### src/pfu_defs.svh
// Purpose: Constants of the pin function unit: register indexes, reset values, field positions
// Assumes: Register byte address is four times the index
// Notes: Included by its bare name
`ifndef PFU_DEFS_SVH
`define PFU_DEFS_SVH
`define PFU_IDX_DIR_A 30'h05ffffc4
`define PFU_IDX_DIR_B 30'h05ffffc6
`define PFU_IDX_FH_A 30'h05ffffc8
`define PFU_IDX_FL_A 30'h05ffffca
`define PFU_IDX_FH_B 30'h05ffffcc
`define PFU_IDX_FL_B 30'h05ffffce
`define PFU_IDX_CAS 30'h05ffffee
`define PFU_RST_DIR 16'h0000
`define PFU_RST_FH_A 16'h3302
`define PFU_RST_FL_A 16'hff95
`define PFU_RST_FB 16'h0000
`define PFU_RST_CAS 16'h5fff
`define PFU_RSV_FH_A 16'h0002
`define PFU_RSV_FL_A 16'haa00
`define PFU_RSV_CAS 16'h0fff
`define PFU_CAS_HI_POS 14
`define PFU_CAS_LO_POS 12
`define PFU_CAS_SEL 2'h1
`define PFU_SIZE_BYTE 3'h0
`define PFU_SIZE_HALF 3'h1
`define PFU_TRANS_ACTIVE_BIT 1
`endif

### src/pfu_pkg.sv
// Purpose: Types of the pin function unit
// Assumes: Nothing
// Notes: Numbers live in pfu_defs.svh
`default_nettype none
package pfu_pkg;
  typedef logic [15:0] pfu_word_t;
  typedef enum logic [2:0] {KIND_NONE, KIND_IN, KIND_OUT, KIND_BIDIR, KIND_DIRIO} pfu_kind_e;
  typedef enum logic [2:0] {REG_NONE, REG_DIR_A, REG_DIR_B, REG_FH_A, REG_FL_A, REG_FH_B, REG_FL_B,
    REG_CAS} pfu_reg_e;
endpackage : pfu_pkg
`default_nettype wire

### src/pfu_pin_slice.sv
// Purpose: One multiplexed pin: input filter, function select, driver control
// Assumes: Slot 0 is the general I/O role
// Notes: All outputs registered; pad drive one cycle behind its sources, slot inputs five cycles behind the pad
`timescale 1ns/100ps
`default_nettype none
module pfu_pin_slice #(
  parameter pfu_pkg::pfu_kind_e KIND [4] = '{default: pfu_pkg::KIND_NONE}
) (
  input wire logic clock,
  input wire logic reset,
  input wire logic clockEnable,
  input wire logic [1:0] code,
  input wire logic dirBit,
  input wire logic [3:0] slotOut,
  input wire logic [3:0] slotOe,
  input wire logic padIn,
  output logic padOut,
  output logic padOe,
  output logic [3:0] slotIn
);
  import pfu_pkg::*;
  // Input-only slots idle high so active-low requests stay quiet
  localparam logic [3:0] INACT = {KIND[3] == KIND_IN, KIND[2] == KIND_IN, KIND[1] == KIND_IN, KIND[0] == KIND_IN};
  logic sync1_r, sync2_r, sync3_r, level_r;
  logic [3:0] inMask, selMask, inNxt;
  pfu_kind_e selKind;
  wire level_nxt = (sync2_r == sync3_r) ? sync2_r : level_r;
  genvar s;
  for (s = 0; s < 4; s++)
  begin : g_slot
    assign inMask[s] = (KIND[s] == KIND_IN) || (KIND[s] == KIND_BIDIR) || (KIND[s] == KIND_DIRIO);
    assign selMask[s] = (code == 2'(s));
  end
  assign selKind = KIND[code];
  wire drives = (selKind == KIND_OUT) || (selKind == KIND_BIDIR) || (selKind == KIND_DIRIO);
  wire outNxt = drives & slotOut[code];
  wire oeNxt = (selKind == KIND_OUT) | ((selKind == KIND_BIDIR) & slotOe[code])
    | ((selKind == KIND_DIRIO) & dirBit);
  assign inNxt = (selMask & inMask & {4{level_r}}) | (~(selMask & inMask) & INACT);
  always_ff @(posedge clock or posedge reset)
  begin
    if (reset)
    begin
      // Start at the idle high level so no false edge follows reset
      {sync1_r, sync2_r, sync3_r, level_r} <= 4'hf;
      padOut <= 1'b0;
      padOe <= 1'b0;
      slotIn <= INACT;
    end
    else if (clockEnable)
    begin
      {sync1_r, sync2_r, sync3_r} <= {padIn, sync1_r, sync2_r};
      level_r <= level_nxt;
      padOut <= outNxt;
      padOe <= oeNxt;
      slotIn <= inNxt;
    end
  end
  dir_oe_a: assert property (@(posedge clock) disable iff (reset)
    clockEnable && selKind == KIND_DIRIO |=> padOe == $past(dirBit)) else $error("dir bit not on driver");
  dir_ignored_a: assert property (@(posedge clock) disable iff (reset)
    clockEnable && (selKind == KIND_IN || selKind == KIND_NONE) |=> !padOe) else $error("input pin driven");
  in_gate_a: assert property (@(posedge clock) disable iff (reset)
    clockEnable |=> ((slotIn ^ INACT) & ~$past(selMask)) == 4'h0) else $error("unselected slot sees pin");
  filter_a: assert property (@(posedge clock) disable iff (reset)
    $changed(level_r) |-> $past(sync2_r) == $past(sync3_r)) else $error("filter passed a glitch");
endmodule : pfu_pin_slice
`default_nettype wire

### src/pfu_top.sv
// Purpose: Pin function unit for ports A and B with AHB-Lite register access
// Assumes: reset is the power-on reset; bus idle while clockEnable is low
// Notes: Zero wait state slave, every response OKAY
`timescale 1ns/100ps
`default_nettype none
`include "pfu_defs.svh"
module pfu_top (
  input wire logic clock,
  input wire logic reset,
  input wire logic clockEnable,
  input wire logic hsel,
  input wire logic [31:0] haddr,
  input wire logic [1:0] htrans,
  input wire logic hwrite,
  input wire logic [2:0] hsize,
  input wire logic [31:0] hwdata,
  input wire logic hready,
  output logic hreadyout,
  output logic hresp,
  output logic [31:0] hrdata,
  input wire pfu_pkg::pfu_word_t aPadIn,
  output pfu_pkg::pfu_word_t aPadOut,
  output pfu_pkg::pfu_word_t aPadOe,
  input wire pfu_pkg::pfu_word_t aPortOut,
  output pfu_pkg::pfu_word_t aPortIn,
  input wire pfu_pkg::pfu_word_t aFn1Out,
  input wire pfu_pkg::pfu_word_t aFn1Oe,
  output pfu_pkg::pfu_word_t aFn1In,
  input wire pfu_pkg::pfu_word_t aFn2Out,
  input wire pfu_pkg::pfu_word_t aFn2Oe,
  output pfu_pkg::pfu_word_t aFn2In,
  input wire pfu_pkg::pfu_word_t aFn3Out,
  input wire pfu_pkg::pfu_word_t aFn3Oe,
  output pfu_pkg::pfu_word_t aFn3In,
  input wire pfu_pkg::pfu_word_t bPadIn,
  output pfu_pkg::pfu_word_t bPadOut,
  output pfu_pkg::pfu_word_t bPadOe,
  input wire pfu_pkg::pfu_word_t bPortOut,
  output pfu_pkg::pfu_word_t bPortIn,
  input wire pfu_pkg::pfu_word_t bFn1Out,
  input wire pfu_pkg::pfu_word_t bFn1Oe,
  output pfu_pkg::pfu_word_t bFn1In,
  input wire pfu_pkg::pfu_word_t bFn2Out,
  input wire pfu_pkg::pfu_word_t bFn2Oe,
  output pfu_pkg::pfu_word_t bFn2In,
  input wire pfu_pkg::pfu_word_t bFn3Out,
  input wire pfu_pkg::pfu_word_t bFn3Oe,
  output pfu_pkg::pfu_word_t bFn3In,
  input wire logic [1:0] csIn,
  input wire logic [1:0] casIn,
  output logic [1:0] csPinOut
);
  import pfu_pkg::*;

  function automatic pfu_kind_e pick(input int s, input pfu_kind_e k1, input pfu_kind_e k2,
    input pfu_kind_e k3);
    pfu_kind_e k;
    k = (s == 0) ? KIND_DIRIO : (s == 1) ? k1 : (s == 2) ? k2 : k3;
    return k;
  endfunction : pick

  // Slot index equals the pin's select code
  function automatic pfu_kind_e kindA(input int p, input int s);
    pfu_kind_e k;
    k = KIND_NONE;
    case (p)
      15: k = pick(s, KIND_IN, KIND_NONE, KIND_IN);
      14: k = pick(s, KIND_IN, KIND_NONE, KIND_OUT);
      13: k = pick(s, KIND_IN, KIND_IN, KIND_IN);
      12: k = pick(s, KIND_IN, KIND_IN, KIND_OUT);
      11, 10: k = pick(s, KIND_BIDIR, KIND_DIRIO, KIND_NONE);
      9: k = pick(s, KIND_OUT, KIND_NONE, KIND_OUT);
      8: k = pick(s, KIND_IN, KIND_NONE, KIND_NONE);
      7, 6, 5, 4: k = pick(s, KIND_OUT, KIND_NONE, KIND_NONE);
      3: k = pick(s, KIND_OUT, KIND_IN, KIND_NONE);
      2, 0: k = pick(s, KIND_OUT, KIND_DIRIO, KIND_NONE);
      1: k = pick(s, KIND_OUT, KIND_OUT, KIND_NONE);
      default: k = KIND_NONE;
    endcase
    return k;
  endfunction : kindA

  function automatic pfu_kind_e kindB(input int p, input int s);
    pfu_kind_e k;
    k = KIND_NONE;
    case (p)
      15, 14: k = pick(s, KIND_IN, KIND_NONE, KIND_OUT);
      13, 12: k = pick(s, KIND_IN, KIND_BIDIR, KIND_OUT);
      11, 9: k = pick(s, KIND_OUT, KIND_OUT, KIND_NONE);
      10, 8: k = pick(s, KIND_IN, KIND_OUT, KIND_NONE);
      7, 6: k = pick(s, KIND_IN, KIND_OUT, KIND_OUT);
      default: k = pick(s, KIND_DIRIO, KIND_OUT, KIND_NONE);
    endcase
    return k;
  endfunction : kindB

  function automatic pfu_word_t merge(input pfu_word_t old, input logic [1:0] lane, input pfu_word_t data);
    pfu_word_t w;
    w = old;
    if (lane[0])
      w[7:0] = data[7:0];
    if (lane[1])
      w[15:8] = data[15:8];
    return w;
  endfunction : merge

  pfu_word_t dirA_r, dirB_r, fhA_r, flA_r, fhB_r, flB_r, cas_r;
  pfu_word_t dirA_nxt, dirB_nxt, fhA_nxt, flA_nxt, fhB_nxt, flB_nxt, cas_nxt, rdMux;
  logic wrPend_r;
  pfu_reg_e wrReg_r, addrReg;
  logic [1:0] wrLane_r, addrLane;
  logic [31:0] hrdata_r;
  logic hreadyout_r, hresp_r;
  logic [1:0] csPinOut_r;

  // Address phase decode
  wire addrTake = hsel & htrans[`PFU_TRANS_ACTIVE_BIT] & hready;
  wire [29:0] wordIdx = haddr[31:2];
  assign addrReg = (wordIdx == `PFU_IDX_DIR_A) ? REG_DIR_A :
                   (wordIdx == `PFU_IDX_DIR_B) ? REG_DIR_B :
                   (wordIdx == `PFU_IDX_FH_A) ? REG_FH_A :
                   (wordIdx == `PFU_IDX_FL_A) ? REG_FL_A :
                   (wordIdx == `PFU_IDX_FH_B) ? REG_FH_B :
                   (wordIdx == `PFU_IDX_FL_B) ? REG_FL_B :
                   (wordIdx == `PFU_IDX_CAS) ? REG_CAS : REG_NONE;
  // Registers fill the low halfword; upper lanes are not stored
  wire [1:0] byteLane = (haddr[1:0] == 2'h0) ? 2'b01 : (haddr[1:0] == 2'h1) ? 2'b10 : 2'b00;
  wire [1:0] halfLane = haddr[1] ? 2'b00 : 2'b11;
  assign addrLane = (hsize == `PFU_SIZE_BYTE) ? byteLane : (hsize == `PFU_SIZE_HALF) ? halfLane : 2'b11;

  // Data phase write, merged by byte lane
  wire pfu_word_t wdata = hwdata[15:0];
  wire wrDirA = wrPend_r && (wrReg_r == REG_DIR_A);
  wire wrDirB = wrPend_r && (wrReg_r == REG_DIR_B);
  wire wrFhA = wrPend_r && (wrReg_r == REG_FH_A);
  wire wrFlA = wrPend_r && (wrReg_r == REG_FL_A);
  wire wrFhB = wrPend_r && (wrReg_r == REG_FH_B);
  wire wrFlB = wrPend_r && (wrReg_r == REG_FL_B);
  wire wrCas = wrPend_r && (wrReg_r == REG_CAS);
  assign dirA_nxt = wrDirA ? merge(dirA_r, wrLane_r, wdata) : dirA_r;
  assign dirB_nxt = wrDirB ? merge(dirB_r, wrLane_r, wdata) : dirB_r;
  // Reserved bits forced high whatever software writes
  assign fhA_nxt = (wrFhA ? merge(fhA_r, wrLane_r, wdata) : fhA_r) | `PFU_RSV_FH_A;
  assign flA_nxt = (wrFlA ? merge(flA_r, wrLane_r, wdata) : flA_r) | `PFU_RSV_FL_A;
  assign fhB_nxt = wrFhB ? merge(fhB_r, wrLane_r, wdata) : fhB_r;
  assign flB_nxt = wrFlB ? merge(flB_r, wrLane_r, wdata) : flB_r;
  assign cas_nxt = (wrCas ? merge(cas_r, wrLane_r, wdata) : cas_r) | `PFU_RSV_CAS;

  // Read from next values so a read right after a write sees it
  assign rdMux = (addrReg == REG_DIR_A) ? dirA_nxt :
                 (addrReg == REG_DIR_B) ? dirB_nxt :
                 (addrReg == REG_FH_A) ? fhA_nxt :
                 (addrReg == REG_FL_A) ? flA_nxt :
                 (addrReg == REG_FH_B) ? fhB_nxt :
                 (addrReg == REG_FL_B) ? flB_nxt :
                 (addrReg == REG_CAS) ? cas_nxt : 16'h0000;

  // Power-on only; no other reset reaches these
  always_ff @(posedge clock or posedge reset)
  begin
    if (reset)
    begin
      dirA_r <= `PFU_RST_DIR;
      dirB_r <= `PFU_RST_DIR;
      fhA_r <= `PFU_RST_FH_A;
      flA_r <= `PFU_RST_FL_A;
      fhB_r <= `PFU_RST_FB;
      flB_r <= `PFU_RST_FB;
      cas_r <= `PFU_RST_CAS;
    end
    else if (clockEnable)
    begin
      {dirA_r, dirB_r, fhA_r, flA_r} <= {dirA_nxt, dirB_nxt, fhA_nxt, flA_nxt};
      {fhB_r, flB_r, cas_r} <= {fhB_nxt, flB_nxt, cas_nxt};
    end
  end

  always_ff @(posedge clock or posedge reset)
  begin
    if (reset)
    begin
      wrPend_r <= 1'b0;
      wrReg_r <= REG_NONE;
      wrLane_r <= 2'b00;
      hrdata_r <= 32'h0000_0000;
      hreadyout_r <= 1'b1;
      hresp_r <= 1'b0;
    end
    else if (clockEnable)
    begin
      wrPend_r <= addrTake & hwrite;
      wrReg_r <= addrReg;
      wrLane_r <= addrLane;
      hreadyout_r <= 1'b1;
      hresp_r <= 1'b0;
      if (addrTake && !hwrite)
        hrdata_r <= {16'h0000, rdMux};
    end
  end
  assign hreadyout = hreadyout_r;
  assign hresp = hresp_r;
  assign hrdata = hrdata_r;

  // Per-pin select codes
  logic [1:0] codeA [16];
  logic [1:0] codeB [16];
  genvar p;
  for (p = 0; p < 16; p++)
  begin : g_pin
    if (p >= 9)
    begin : g_ah
      assign codeA[p] = fhA_r[2 * (p - 8) + 1 -: 2];
    end
    else if (p == 8)
    begin : g_a8
      assign codeA[p] = {1'b0, fhA_r[0]};
    end
    else if (p >= 4)
    begin : g_am
      assign codeA[p] = {1'b0, flA_r[2 * p]};
    end
    else
    begin : g_al
      assign codeA[p] = flA_r[2 * p + 1 -: 2];
    end
    if (p >= 8)
    begin : g_bh
      assign codeB[p] = fhB_r[2 * (p - 8) + 1 -: 2];
    end
    else
    begin : g_bl
      assign codeB[p] = flB_r[2 * p + 1 -: 2];
    end
    wire [3:0] aIn, bIn;
    // Each pin decided alone, no mode input exists
    pfu_pin_slice #(.KIND('{kindA(p, 0), kindA(p, 1), kindA(p, 2), kindA(p, 3)})) u_a (
      .clock(clock),
      .reset(reset),
      .clockEnable(clockEnable),
      .code(codeA[p]),
      .dirBit(dirA_r[p]),
      .slotOut({aFn3Out[p], aFn2Out[p], aFn1Out[p], aPortOut[p]}),
      .slotOe({aFn3Oe[p], aFn2Oe[p], aFn1Oe[p], 1'b0}),
      .padIn(aPadIn[p]),
      .padOut(aPadOut[p]),
      .padOe(aPadOe[p]),
      .slotIn(aIn)
    );
    pfu_pin_slice #(.KIND('{kindB(p, 0), kindB(p, 1), kindB(p, 2), kindB(p, 3)})) u_b (
      .clock(clock),
      .reset(reset),
      .clockEnable(clockEnable),
      .code(codeB[p]),
      .dirBit(dirB_r[p]),
      .slotOut({bFn3Out[p], bFn2Out[p], bFn1Out[p], bPortOut[p]}),
      .slotOe({bFn3Oe[p], bFn2Oe[p], bFn1Oe[p], 1'b0}),
      .padIn(bPadIn[p]),
      .padOut(bPadOut[p]),
      .padOe(bPadOe[p]),
      .slotIn(bIn)
    );
    assign {aFn3In[p], aFn2In[p], aFn1In[p], aPortIn[p]} = aIn;
    assign {bFn3In[p], bFn2In[p], bFn1In[p], bPortIn[p]} = bIn;
  end

  // Chip select pins shared with column strobes
  wire casHiSel = cas_r[`PFU_CAS_HI_POS +: 2] == `PFU_CAS_SEL;
  wire casLoSel = cas_r[`PFU_CAS_LO_POS +: 2] == `PFU_CAS_SEL;
  wire [1:0] csPinOut_nxt = {casLoSel ? casIn[1] : csIn[1], casHiSel ? casIn[0] : csIn[0]};
  always_ff @(posedge clock or posedge reset)
  begin
    if (reset)
      csPinOut_r <= 2'b11;
    else if (clockEnable)
      csPinOut_r <= csPinOut_nxt;
  end
  assign csPinOut = csPinOut_r;

  dir_reset_a: assert property (@(posedge clock) disable iff (reset)
    $fell(reset) |-> dirA_r == 16'h0000 && dirB_r == 16'h0000) else $error("direction not cleared");
  ctl_reset_a: assert property (@(posedge clock) disable iff (reset)
    $fell(reset) |-> fhA_r == 16'h3302 && flA_r == 16'hff95 && cas_r == 16'h5fff && fhB_r == 16'h0000
    && flB_r == 16'h0000) else $error("control reset value wrong");
  rsvd_ones_a: assert property (@(posedge clock) disable iff (reset)
    fhA_r[1] && flA_r[15] && flA_r[13] && flA_r[11] && flA_r[9]) else $error("reserved bit reads zero");
  word_write_a: assert property (@(posedge clock) disable iff (reset)
    clockEnable && wrDirA && wrLane_r == 2'b11 |=> dirA_r == $past(hwdata[15:0])) else $error("direction write lost");
  byte_lane_a: assert property (@(posedge clock) disable iff (reset)
    clockEnable && wrDirA && wrLane_r == 2'b10 |=> dirA_r[7:0] == $past(dirA_r[7:0])
    && dirA_r[15:8] == $past(hwdata[15:8])) else $error("byte lane write wrong");
  read_back_a: assert property (@(posedge clock) disable iff (reset)
    clockEnable && addrTake && !hwrite && addrReg == REG_DIR_A && !wrPend_r
    |=> hrdata == {16'h0000, $past(dirA_r)}) else $error("direction read wrong");
  bus_okay_a: assert property (@(posedge clock) disable iff (reset)
    hreadyout && !hresp) else $error("bus not ready or error");
  top_code_a: assert property (@(posedge clock) disable iff (reset)
    clockEnable && fhA_r[15:14] == 2'b10 |=> !aPadOe[15] && aFn1In[15] && aFn3In[15])
    else $error("reserved top code acted");
  wr_dir_c: cover property (@(posedge clock) disable iff (reset) wrDirA ##1 aPadOe != 16'h0000);
  rd_c: cover property (@(posedge clock) disable iff (reset) addrTake && !hwrite && addrReg != REG_NONE);
  byte_c: cover property (@(posedge clock) disable iff (reset) wrPend_r && wrLane_r == 2'b01);
endmodule : pfu_top
`default_nettype wire

### config.mk
export PLATFORM = sky130hd
export DESIGN_NAME = pfu_top
export DESIGN_NICKNAME = d
export VERILOG_FILES = /design/src/pfu_pkg.sv /design/src/pfu_pin_slice.sv /design/src/pfu_top.sv
export VERILOG_INCLUDE_DIRS = /design/src
export SDC_FILE = /design/constraint.sdc
export NUM_CORES = 1
export LEC_CHECK = 0
export BUFFER_PORTS_ARGS = -buffer_cell sky130_fd_sc_hd__buf_2
export CORE_MARGIN = 3
export CORE_UTILIZATION = 35
export CTS_BUF_LIST = sky130_fd_sc_hd__clkbuf_8
export DETAILED_ROUTE_END_ITERATION = 16
export PLACE_DENSITY = 0.68
export SLEW_MARGIN = 20
export SYNTH_ARGS = -nofsm -noshare
export SYNTH_HDL_FRONTEND = slang
export SYNTH_HIERARCHICAL = 1
export SYNTH_SLANG_ARGS = --single-unit
### constraint.sdc
create_clock -name clock -period 6.36 [get_ports clock]
set_clock_uncertainty 0.15 [all_clocks]
set_input_delay 0.318 -clock clock [delete_from_list [all_inputs] [get_ports clock]]
set_output_delay 0.318 -clock clock [all_outputs]
set_load 0.01 [all_outputs]
* Word level (Yosys, flattened, before mapping)
Index checks and enable logic that the tools add are counted.
** Cells by class
- Equality and inequality tests :: 184
- Order comparisons :: 64
- Reduce and logical (&&, ||, !) cells :: 140
- Multiplexer cells :: 266
- Bitwise logic cells :: 255
** Operators with widths (number)
- 3-bit 2-to-1 mux :: 71
- 30-bit by 27-bit == test with 1-bit output, second input constant :: 7
- 16-bit 2-to-1 mux :: 13
- 3-bit by 2-bit == test with 1-bit output, second input constant :: 68
- 3-bit binary-select mux with 2-bit select :: 32
- 3-bit == test, second input constant :: 40
- 1-bit binary-select mux with 2-bit select :: 54
- 8-bit 2-to-1 mux :: 13
- 1-bit bitwise AND :: 99
- 3-bit greater-or-equal comparator, second input constant :: 32
- 2-bit by 3-bit < comparator with 1-bit output, second input constant :: 27
- 2-bit inverter with 3-bit output :: 27
- 1-bit 2-to-1 mux :: 76
- 2-bit logical NOT :: 33
- 2-bit AND reduction :: 33
- 1-bit logical OR :: 64
- 1-bit OR :: 64
- 2-bit by 4-bit bitwise AND with 4-bit output :: 14
- 2-bit by 1-bit == test with 1-bit output, second input constant :: 23
- 4-bit by 2-bit OR with 4-bit output :: 10
- 1-bit by 4-bit bitwise AND with 4-bit output :: 8
- 3-bit by 4-bit bitwise AND with 4-bit output :: 8
- 1-bit == test :: 32
- 2-bit == test, second input constant :: 11
- 15 further kinds :: 50
** Word-level totals
- Logic and storage cells :: 1145
- Flip-flop bits (word level) :: 439
- Input port bits :: 335

* Longest topological paths before layout
Gate-level depths: netlist of the first run.
- Depth after elaboration :: 16
- Depth in mapped cells :: 8
- Gate-level depth less buffers :: 6

* Modules after synthesis
Netlist of the first run, hierarchy kept.
** By module, submodules not included
- pfu_top :: times used 1, sequential area each 2997.9 µm², area an instance 6857.8 µm², cells each 649
- pfu_pin_slice at g_pin[0].u_a ... :: times used 8, sequential area each 205.2 µm², area an instance 400.4 µm², cells each 34
- pfu_pin_slice at g_pin[4].u_a ... :: times used 4, sequential area each 180.2 µm², area an instance 341.6 µm², cells each 29
- pfu_pin_slice at g_pin[14].u_a ... :: times used 3, sequential area each 206.4 µm², area an instance 414.1 µm², cells each 39
- pfu_pin_slice at g_pin[10].u_b ... :: times used 3, sequential area each 206.4 µm², area an instance 385.4 µm², cells each 34
- pfu_pin_slice at g_pin[11].u_b ... :: times used 3, sequential area each 180.2 µm², area an instance 372.9 µm², cells each 33
- pfu_pin_slice at g_pin[12].u_b ... :: times used 2, sequential area each 231.5 µm², area an instance 446.7 µm², cells each 39
- pfu_pin_slice at g_pin[10].u_a ... :: times used 2, sequential area each 230.2 µm², area an instance 414.1 µm², cells each 39
- pfu_pin_slice at g_pin[6].u_b ... :: times used 2, sequential area each 206.4 µm², area an instance 364.1 µm², cells each 35
- pfu_pin_slice at g_pin[13].u_a :: times used 1, sequential area each 259.0 µm², area an instance 488.0 µm², cells each 40
- pfu_pin_slice at g_pin[12].u_a :: times used 1, sequential area each 232.7 µm², area an instance 459.2 µm², cells each 43
- pfu_pin_slice at g_pin[15].u_a :: times used 1, sequential area each 232.7 µm², area an instance 447.9 µm², cells each 38
- pfu_pin_slice at g_pin[8].u_a :: times used 1, sequential area each 206.4 µm², area an instance 359.1 µm², cells each 34
- pfu_pin_slice at g_pin[9].u_a :: times used 1, sequential area each 180.2 µm², area an instance 356.6 µm², cells each 33

* Worst setup path after synthesis of the first run
No wires, ideal clock.
- Kind :: in2reg
- Start :: input port haddr[29]
- End :: register hrdata_r[15] (netlist: hrdata[15])
- Stages on the path :: 7
- Slack :: 3.777 ns
- Arrival time :: 2.305 ns
- Buffers on the path :: 1
- Path through :: or4b_4 -> or4_4 -> buf_6 -> nor4_4 -> a22oi_1 -> o211ai_1 -> o21ai_0
** Between the ends
- Cells in the longest elaborated chain, start to end :: 16
- Elaborated cells on any way between the ends :: 28
- Classes of those cells :: eq/ne (14); mux (14)
** Ends and longest elaborated chain
- start, declared :: line pfu_top.sv:12 : input wire logic [31:0] haddr,
- 30-bit by 27-bit == test with 1-bit output (no source line)
- 3-bit 2-to-1 mux :: line pfu_top.sv:125 : (wordIdx == `PFU_IDX_CAS) ? REG_CAS : REG_NONE;
- 3-bit 2-to-1 mux :: line pfu_top.sv:124 : (wordIdx == `PFU_IDX_FL_B) ? REG_FL_B :
- 3-bit 2-to-1 mux :: line pfu_top.sv:123 : (wordIdx == `PFU_IDX_FH_B) ? REG_FH_B :
- 3-bit 2-to-1 mux :: line pfu_top.sv:122 : (wordIdx == `PFU_IDX_FL_A) ? REG_FL_A :
- 3-bit 2-to-1 mux :: line pfu_top.sv:121 : (wordIdx == `PFU_IDX_FH_A) ? REG_FH_A :
- 3-bit 2-to-1 mux :: line pfu_top.sv:120 : (wordIdx == `PFU_IDX_DIR_B) ? REG_DIR_B :
- 3-bit 2-to-1 mux * :: line pfu_top.sv:119 : assign addrReg = (wordIdx == `PFU_IDX_DIR_A) ? REG_DIR_A :
- 3-bit == test :: line pfu_top.sv:156 : (addrReg == REG_CAS) ? cas_nxt : 16'h0000;
- 16-bit 2-to-1 mux :: line pfu_top.sv:156
- 16-bit 2-to-1 mux :: line pfu_top.sv:155 : (addrReg == REG_FL_B) ? flB_nxt :
- 16-bit 2-to-1 mux :: line pfu_top.sv:154 : (addrReg == REG_FH_B) ? fhB_nxt :
- 16-bit 2-to-1 mux :: line pfu_top.sv:153 : (addrReg == REG_FL_A) ? flA_nxt :
- 16-bit 2-to-1 mux :: line pfu_top.sv:152 : (addrReg == REG_FH_A) ? fhA_nxt :
- 16-bit 2-to-1 mux :: line pfu_top.sv:151 : (addrReg == REG_DIR_B) ? dirB_nxt :
- 16-bit 2-to-1 mux * :: line pfu_top.sv:150 : assign rdMux = (addrReg == REG_DIR_A) ? dirA_nxt :
- end signal, assigned :: line pfu_top.sv:197 : hrdata_r <= {16'h0000, rdMux};
- end, declared :: line pfu_top.sv:112 : logic [31:0] hrdata_r;
Mark *: on every way between the ends. The rest lies on a longest branch, timed or not.
A chain may end at the register's enable or synchronous reset.

==> results of run 1 <==
==> sequential cells by signal, indices dropped and copies added, names as in the netlist, 15 cells and up <==
name	cells
g_pin.u_a/slotIn	32
g_pin.u_b/slotIn	32
dirA_r	16
dirB_r	16
fhB_r	16
flB_r	16
g_pin.u_a/level_r	16
g_pin.u_a/padOe	16
g_pin.u_a/padOut	16
g_pin.u_a/sync1_r	16
g_pin.u_a/sync2_r	16
g_pin.u_a/sync3_r	16
g_pin.u_b/level_r	16
g_pin.u_b/padOe	16
g_pin.u_b/padOut	16
g_pin.u_b/sync1_r	16
g_pin.u_b/sync2_r	16
g_pin.u_b/sync3_r	16
hrdata	16
fhA_r	15
==> layout make-up <==
| cell class | count | area [um2] | share of cell area [%] |
|---|---|---|---|
| clock inverter | 44 | 289 | 1.19 |
| inverter | 149 | 562 | 2.32 |
| antenna | 5 | 12.5 | 0.0517 |
| multi-input combinational | 1154 | 8500 | 35.1 |
| clock buffer | 88 | 1210 | 5.01 |
| timing repair buffer | 478 | 3120 | 12.9 |
| sequential | 375 | 9590 | 39.6 |
| tap | 739 | 925 | 3.82 |
==> stage by stage <==
step,hold WS [ns],worst slack [ns],area [um2],instances
global route,0.0881,2.64,24200,3029
global placement,0.310,3.12,21300,2762
detailed placement,0.320,3.03,21300,2762
floorplan,-0.0315,2.76,19700,1832
finish,0.138,2.75,24200,3032
CTS,0.0292,2.65,24200,3026
==> worst min-delay path, stage by stage <==
cell and delay, ns:
buf_2 0.09, nand3_1 0.20, nor3b_1 0.11, nand3_1 0.07, nand3_1 0.07
==> logic make-up after synthesis <==
group | Yosys count | share of synthesized area (%)
mux | 299 | 17.6
other cells | 33 | 0.635
buf+inv | 303 | 8.50
compound gates | 329 | 11.4
simple gates | 411 | 11.5
fa+ha+maj | 19 | 1.22
flops | 375 | 49.2
==> what timing repair did <==
item | in CTS | in global routing
setup buffers | 0 | 0
endpoints found under the hold margin | 335 | 0
hold buffers | 132 | 0
==> metal layers <==
| metal | up-vias | wire length [um] | track usage (%) |
|---|---|---|---|
| met3 | 97 | 3790 | 4.62 |
| met2 | 498 | 27300 | 31.3 |
| met4 | 4 | 1380 | 6.70 |
| met5 | - | 27 | 0 |
| li1 | 6933 | - | - |
| met1 | 7408 | 25000 | 25.0 |
==> layout by cell type (no fill, tap or decap), drive strengths merged, types with 5 or more instances in the layout <==
master       netlist  layout
a21o              16      16
a31o               7       7
diode              0       5
o22ai             49      49
or2                9       9
nor2              83      83
o2111ai            6       6
dfstp            162     162
o2bb2ai            5       5
dlygate4sd3        0     132
nand4             13      13
inv              149     182
nand3             28      28
o21ai             66      66
dfrtp            213     213
mux4               7       7
mux2i            101     101
nor3              22      22
o32ai             11      11
o211ai             9       9
conb              33      96
o221ai            11      11
or2b               6       6
clkinv             0       5
nand4b             9       9
o21bai             8       8
a21oi             81      81
nand2             96      96
a22o              15      15
ha                19      19
nor4               6       6
clkbuf            34      88
mux2             191     191
nand2b            84      84
nor2b             21      21
a31oi             20      20
nor3b             13      13
buf              120     346
a22oi              6       6
==> where the power goes <==
part           leakage, nW  internal, mW  switching [mW]
Sequential            4.50          2.80           0.222
Clock                0.884          1.41            1.03
Combinational         5.61         0.479           0.497
==> worst paths after layout <==
kind,cells past startpoint,end,slack (ns)
hold reg to reg,2,hrdata[2]$_DFFE_PP0P_,0.33
min in group asynchronous,3,wrLane_r[0]$_DFFE_PP0P_,0.19
setup / recovery,8,g_pin[1].u_b/padOut$_DFFE_PP0P_,2.75
hold / removal,5,hrdata[13]$_DFFE_PP0P_,0.14
setup reg to reg,6,hrdata[13]$_DFFE_PP0P_,3.49
max in group asynchronous,4,dirA_r[0]$_DFFE_PP0P_,4.42
==> results.cfg, run 1 <==
[logic_synthesis]
ys.flop_type = dfrtp_1
synthTopCellsByArea = dfrtp_1 27%, dfstp_2 22%, mux2_2 9.2%, mux2i_1 5.2%, buf_4 3.2%
ys_types = 78
avgSynthCellArea_um2 = 11.0
synth_warnings = 6
yosysTopAreaCell = dfrtp_1
syn_area_um2 = 19500
seq_area_frac_synth_pct = 49.2
synthMostInstantiatedCell = dfrtp_1
synthArstFlopShare_pct = 100
synth_top_area_share_pct = 27.3
synth-edff-count = 0
synth_common_cells = 213 x dfrtp_1, 162 x dfstp_2, 160 x mux2_2
ys_seq_elements = 375
syn_inst = 1769

[setup_path]
arrival_ns = 3.95
startpoint = clockEnable
cp-start-kind = primary input
worstSetupPathType = primary input to register
critical_path.top_delay_family = buffers and inverters
path_cells = dlygate4sd3_1 -> buf_8 -> buf_4 -> buf_4 -> buf_16 -> nand2b_2 -> o211ai_1 -> dlygate4sd3_1
timing.rr.start = wrLane_r[1]$_DFFE_PP0P_
critical_path_buf_inv_count = 6
end_kind = register
path_max_fanout = 101
cp_slowest_cell = buf_4
critPathMaxStageDelay_ns = 0.87
required_ns = 6.71

[detailed_routing]
num_vias = 14900
drt_iter0_markers = 894
vias_per_cell = 4.93
drt_wl_total_mm = 57.5
wl_per_cell_um = 19.0
firstDrtPassIters = 5
drtAntennaViolNets = 0
drc_errors = 0

[final_layout]
nFillCells = 5079
nNetsFinal = 2584
area_delta_synth_final_pct = 24.1
fin_util_pct = 44.4
final_layout_size_suffix_gt1_share_pct = 37.2

[power_and_ir_drop]
ir_worst_vdd_mv = 0.161
power_mw = 6.44
p_leak_nw = 11.0
p_per_area_nw_per_um2 = 266

[cts]
cts_resized = 0
cts_buffer_depth = 3
cts_made_buffers = 72
cts-root-buf = clkbuf_8
h-tree-depth = 3
clock_sinks = 375
insertion_delay_ns = 0.63
clkTransAtPathRegs_ns = 0.06
cts_tree = yes

[hold_path]
hold_class = primary input to register
hold_path_startpoint = hready

[grt]
grt_usage_pct = 19.2
grt.overflow.total = 0
grt_max_degree = 102
grt_pass1_wl_mm = 89.4
grt_pass1_vias = 15500
antenna_found_initial = 7

[floorplan]
dieArea_um2 = 58600
start_util_pct = 35.8
rows = 85
design.core.area_um2 = 54500
fp.dieW_um = 242
num_io_pins = 563
die_h_um = 242

[place]
gp_congestion = 0.894
dp_hpwl_mm = 41.0
port_buffers = 333

[timing]
min_period_ns = 3.61
rsz0062_at_grt = no
fmax_mhz = 277
finalCritPeriodShare_pct = 56.7
finalSetupViolCount = 0
drv_slew = 0
setup_tns_ns = 0
max_slew_margin_pct = 19.7
final-hold-violation-count = 0
worst_pin_slew_ns = 1.20

[flow_run]
cap_violations = 0

[status]
status = completed
Power figures use the tool's default switching activity.
==> inputs of run 2 (changes only) <==
--- a/config.mk
+++ b/config.mk
@@ -11,7 +11,7 @@
 export CORE_UTILIZATION = 35
 export CTS_BUF_LIST = sky130_fd_sc_hd__clkbuf_8
 export DETAILED_ROUTE_END_ITERATION = 16
-export PLACE_DENSITY = 0.68
+export PLACE_DENSITY = 0.7
 export SLEW_MARGIN = 20
 export SYNTH_ARGS = -nofsm -noshare
 export SYNTH_HDL_FRONTEND = slang
==> constraint.sdc (replaced) <==
create_clock -name clock -period 2.9 [get_ports clock]
set_clock_uncertainty 0.15 [all_clocks]
set_input_delay 0.145 -clock clock [delete_from_list [all_inputs] [get_ports clock]]
set_output_delay 0.145 -clock clock [all_outputs]
set_load 0.01 [all_outputs]
==> results.cfg, run 2 (synthesized netlist as in run 1, its figures left out) <==
[status]
status = completed

[grt]
grt_pass1_vias = 15500
grt.overflow.total = 0
grt_max_degree = 86
antenna_found_initial = 6
grt_pass1_wl_mm = 89.7
grt_usage_pct = 19.4

[timing]
max_slew_margin_pct = 39.2
min_period_ns = 2.69
drv_slew = 0
finalSetupViolCount = 0
final-hold-violation-count = 0
rsz0062_at_grt = no
hold_ws_ns = 0.131
fmax_mhz = 371
setup_tns_ns = 0
finalCritPeriodShare_pct = 92.8
worst_pin_slew_ns = 0.911

[flow_run]
cap_violations = 0

[final_layout]
final_layout_size_suffix_gt1_share_pct = 38.2
nNetsFinal = 2623
largestRegisters = g_pin.u_a/slotIn x32, g_pin.u_b/slotIn x32
final_cell_mix = 332 x buf_2, 213 x dfrtp_1, 175 x inv_1
area_delta_synth_final_pct = 26.1
layout_commonest_cell = buf_2

[setup_path]
required_ns = 3.25
critical_path_buf_inv_count = 1
cp-start-kind = register
reg2reg_depth = 7
path_max_fanout = 5
timing.rr.start = wrReg_r[1]$_DFFE_PP0P_
worstSetupPathType = register to register
startpoint = wrReg_r[1]$_DFFE_PP0P_
timing.rr.end = hrdata[13]$_DFFE_PP0P_
end_kind = register
crit_cells = 7
cp_slowest_cell = dlygate4sd3_1
critPathMaxStageDelay_ns = 0.57
arrival_ns = 3.04
critical_path.top_delay_family = simple AND/OR/NAND/NOR gates
path_cells = nand2b_1 -> nor2_2 -> mux2_2 -> a2111o_1 -> dlygate4sd3_1 -> o2111ai_1 -> nand3_1
r2r_slack_ns = 0.21

[place]
port_buffers = 333
gp_congestion = 0.915
dp_hpwl_mm = 41.4

[power_and_ir_drop]
p_leak_nw = 11.2
ir_worst_vdd_mv = 0.326
p_per_area_nw_per_um2 = 577

[hold_path]
min_to = g_pin[2].u_b/sync1_r$_DFFE_PP1P_
hold_class = primary input to register
worstHoldPathCells = 3
hold_path_startpoint = bPadIn[2]

[floorplan]
die_h_um = 242
dieArea_um2 = 58600
start_util_pct = 35.8
rows = 85
fp.dieW_um = 242
design.core.area_um2 = 54500
num_io_pins = 563

[detailed_routing]
wl_per_cell_um = 18.8
firstDrtPassIters = 5
drt_wl_total_mm = 57.8
num_vias = 15000
drt_iter0_markers = 851
drc_errors = 0
drtAntennaViolNets = 0
vias_per_cell = 4.90

[cts]
cts_made_buffers = 70
insertion_delay_ns = 0.62
h-tree-depth = 3
clock_sinks = 375
cts_buffer_depth = 3
cts-root-buf = clkbuf_8
post_cts_buffers = 0
cts_tree = yes
clkTransAtPathRegs_ns = 0.06
-- run 2: routing by layer --
| layer | share of wire (%) | up-vias | wire (um) | global-route usage, % |
|---|---|---|---|---|
| li1 | - | 7025 | - | - |
| met1 | 43 | 7404 | 24700 | 24.7 |
| met2 | 48 | 477 | 27500 | 31.6 |
| met3 | 6.5 | 114 | 3740 | 4.89 |
| met4 | 3.2 | 6 | 1850 | 7.90 |
| met5 | 0.055 | - | 32 | 0 |
-- run 2: per-stage QoR --
step	instances	setup WS (ns)	util, %	instance area, um2	total power [mW]
after floorplan	1832	0.473	-	19700	7.99
after global placement	2798	0.284	39.8	21700	8.58
after detailed placement	2798	0.268	39.8	21700	8.70
after CTS	3066	0.0654	45.1	24600	14.4
after global routing	3069	0.103	45.2	24600	15.0
final	3069	0.208	45.2	24600	14.2
-- run 2: report_power, final --
group          total, mW  switching [mW]  internal (mW)
logic               2.17            1.09           1.07
clock network       5.39            2.29           3.11
registers           6.63           0.489           6.14
-- run 2: worst max-delay path by stage --
stage	end
floorplan	hrdata[13]$_DFFE_PP0P_
finish	hrdata[13]$_DFFE_PP0P_
global route	hrdata[13]$_DFFE_PP0P_
global placement	hrdata[14]$_DFFE_PP0P_
CTS	hrdata[13]$_DFFE_PP0P_
detailed placement	hrdata[14]$_DFFE_PP0P_
-- run 2: layout make-up --
class                      count  area, um2
fill                        5059      29900
sequential                   375       9590
multi-input combinational   1154       8500
timing repair buffer         519       3490
clock buffer                  92       1270
tap                          739        925
inverter                     149        563
clock inverter                38        240
antenna                        3       7.51
-- run 2: worst reg2reg max path: stages (launching register included) --
cell and delay, ns:
dfrtp_1 0.40, nand2b_1 0.25, nor2_2 0.23, mux2_2 0.36, a2111o_1 0.40, dlygate4sd3_1 0.57
o2111ai_1 0.10, nand3_1 0.10
-- run 2: timing repair --
item                       4_1_cts  5_1_grt
setup endpoints to repair        0        1
hold buffers                   138        0
hold endpoints to repair       490        0
resized for setup                0        2
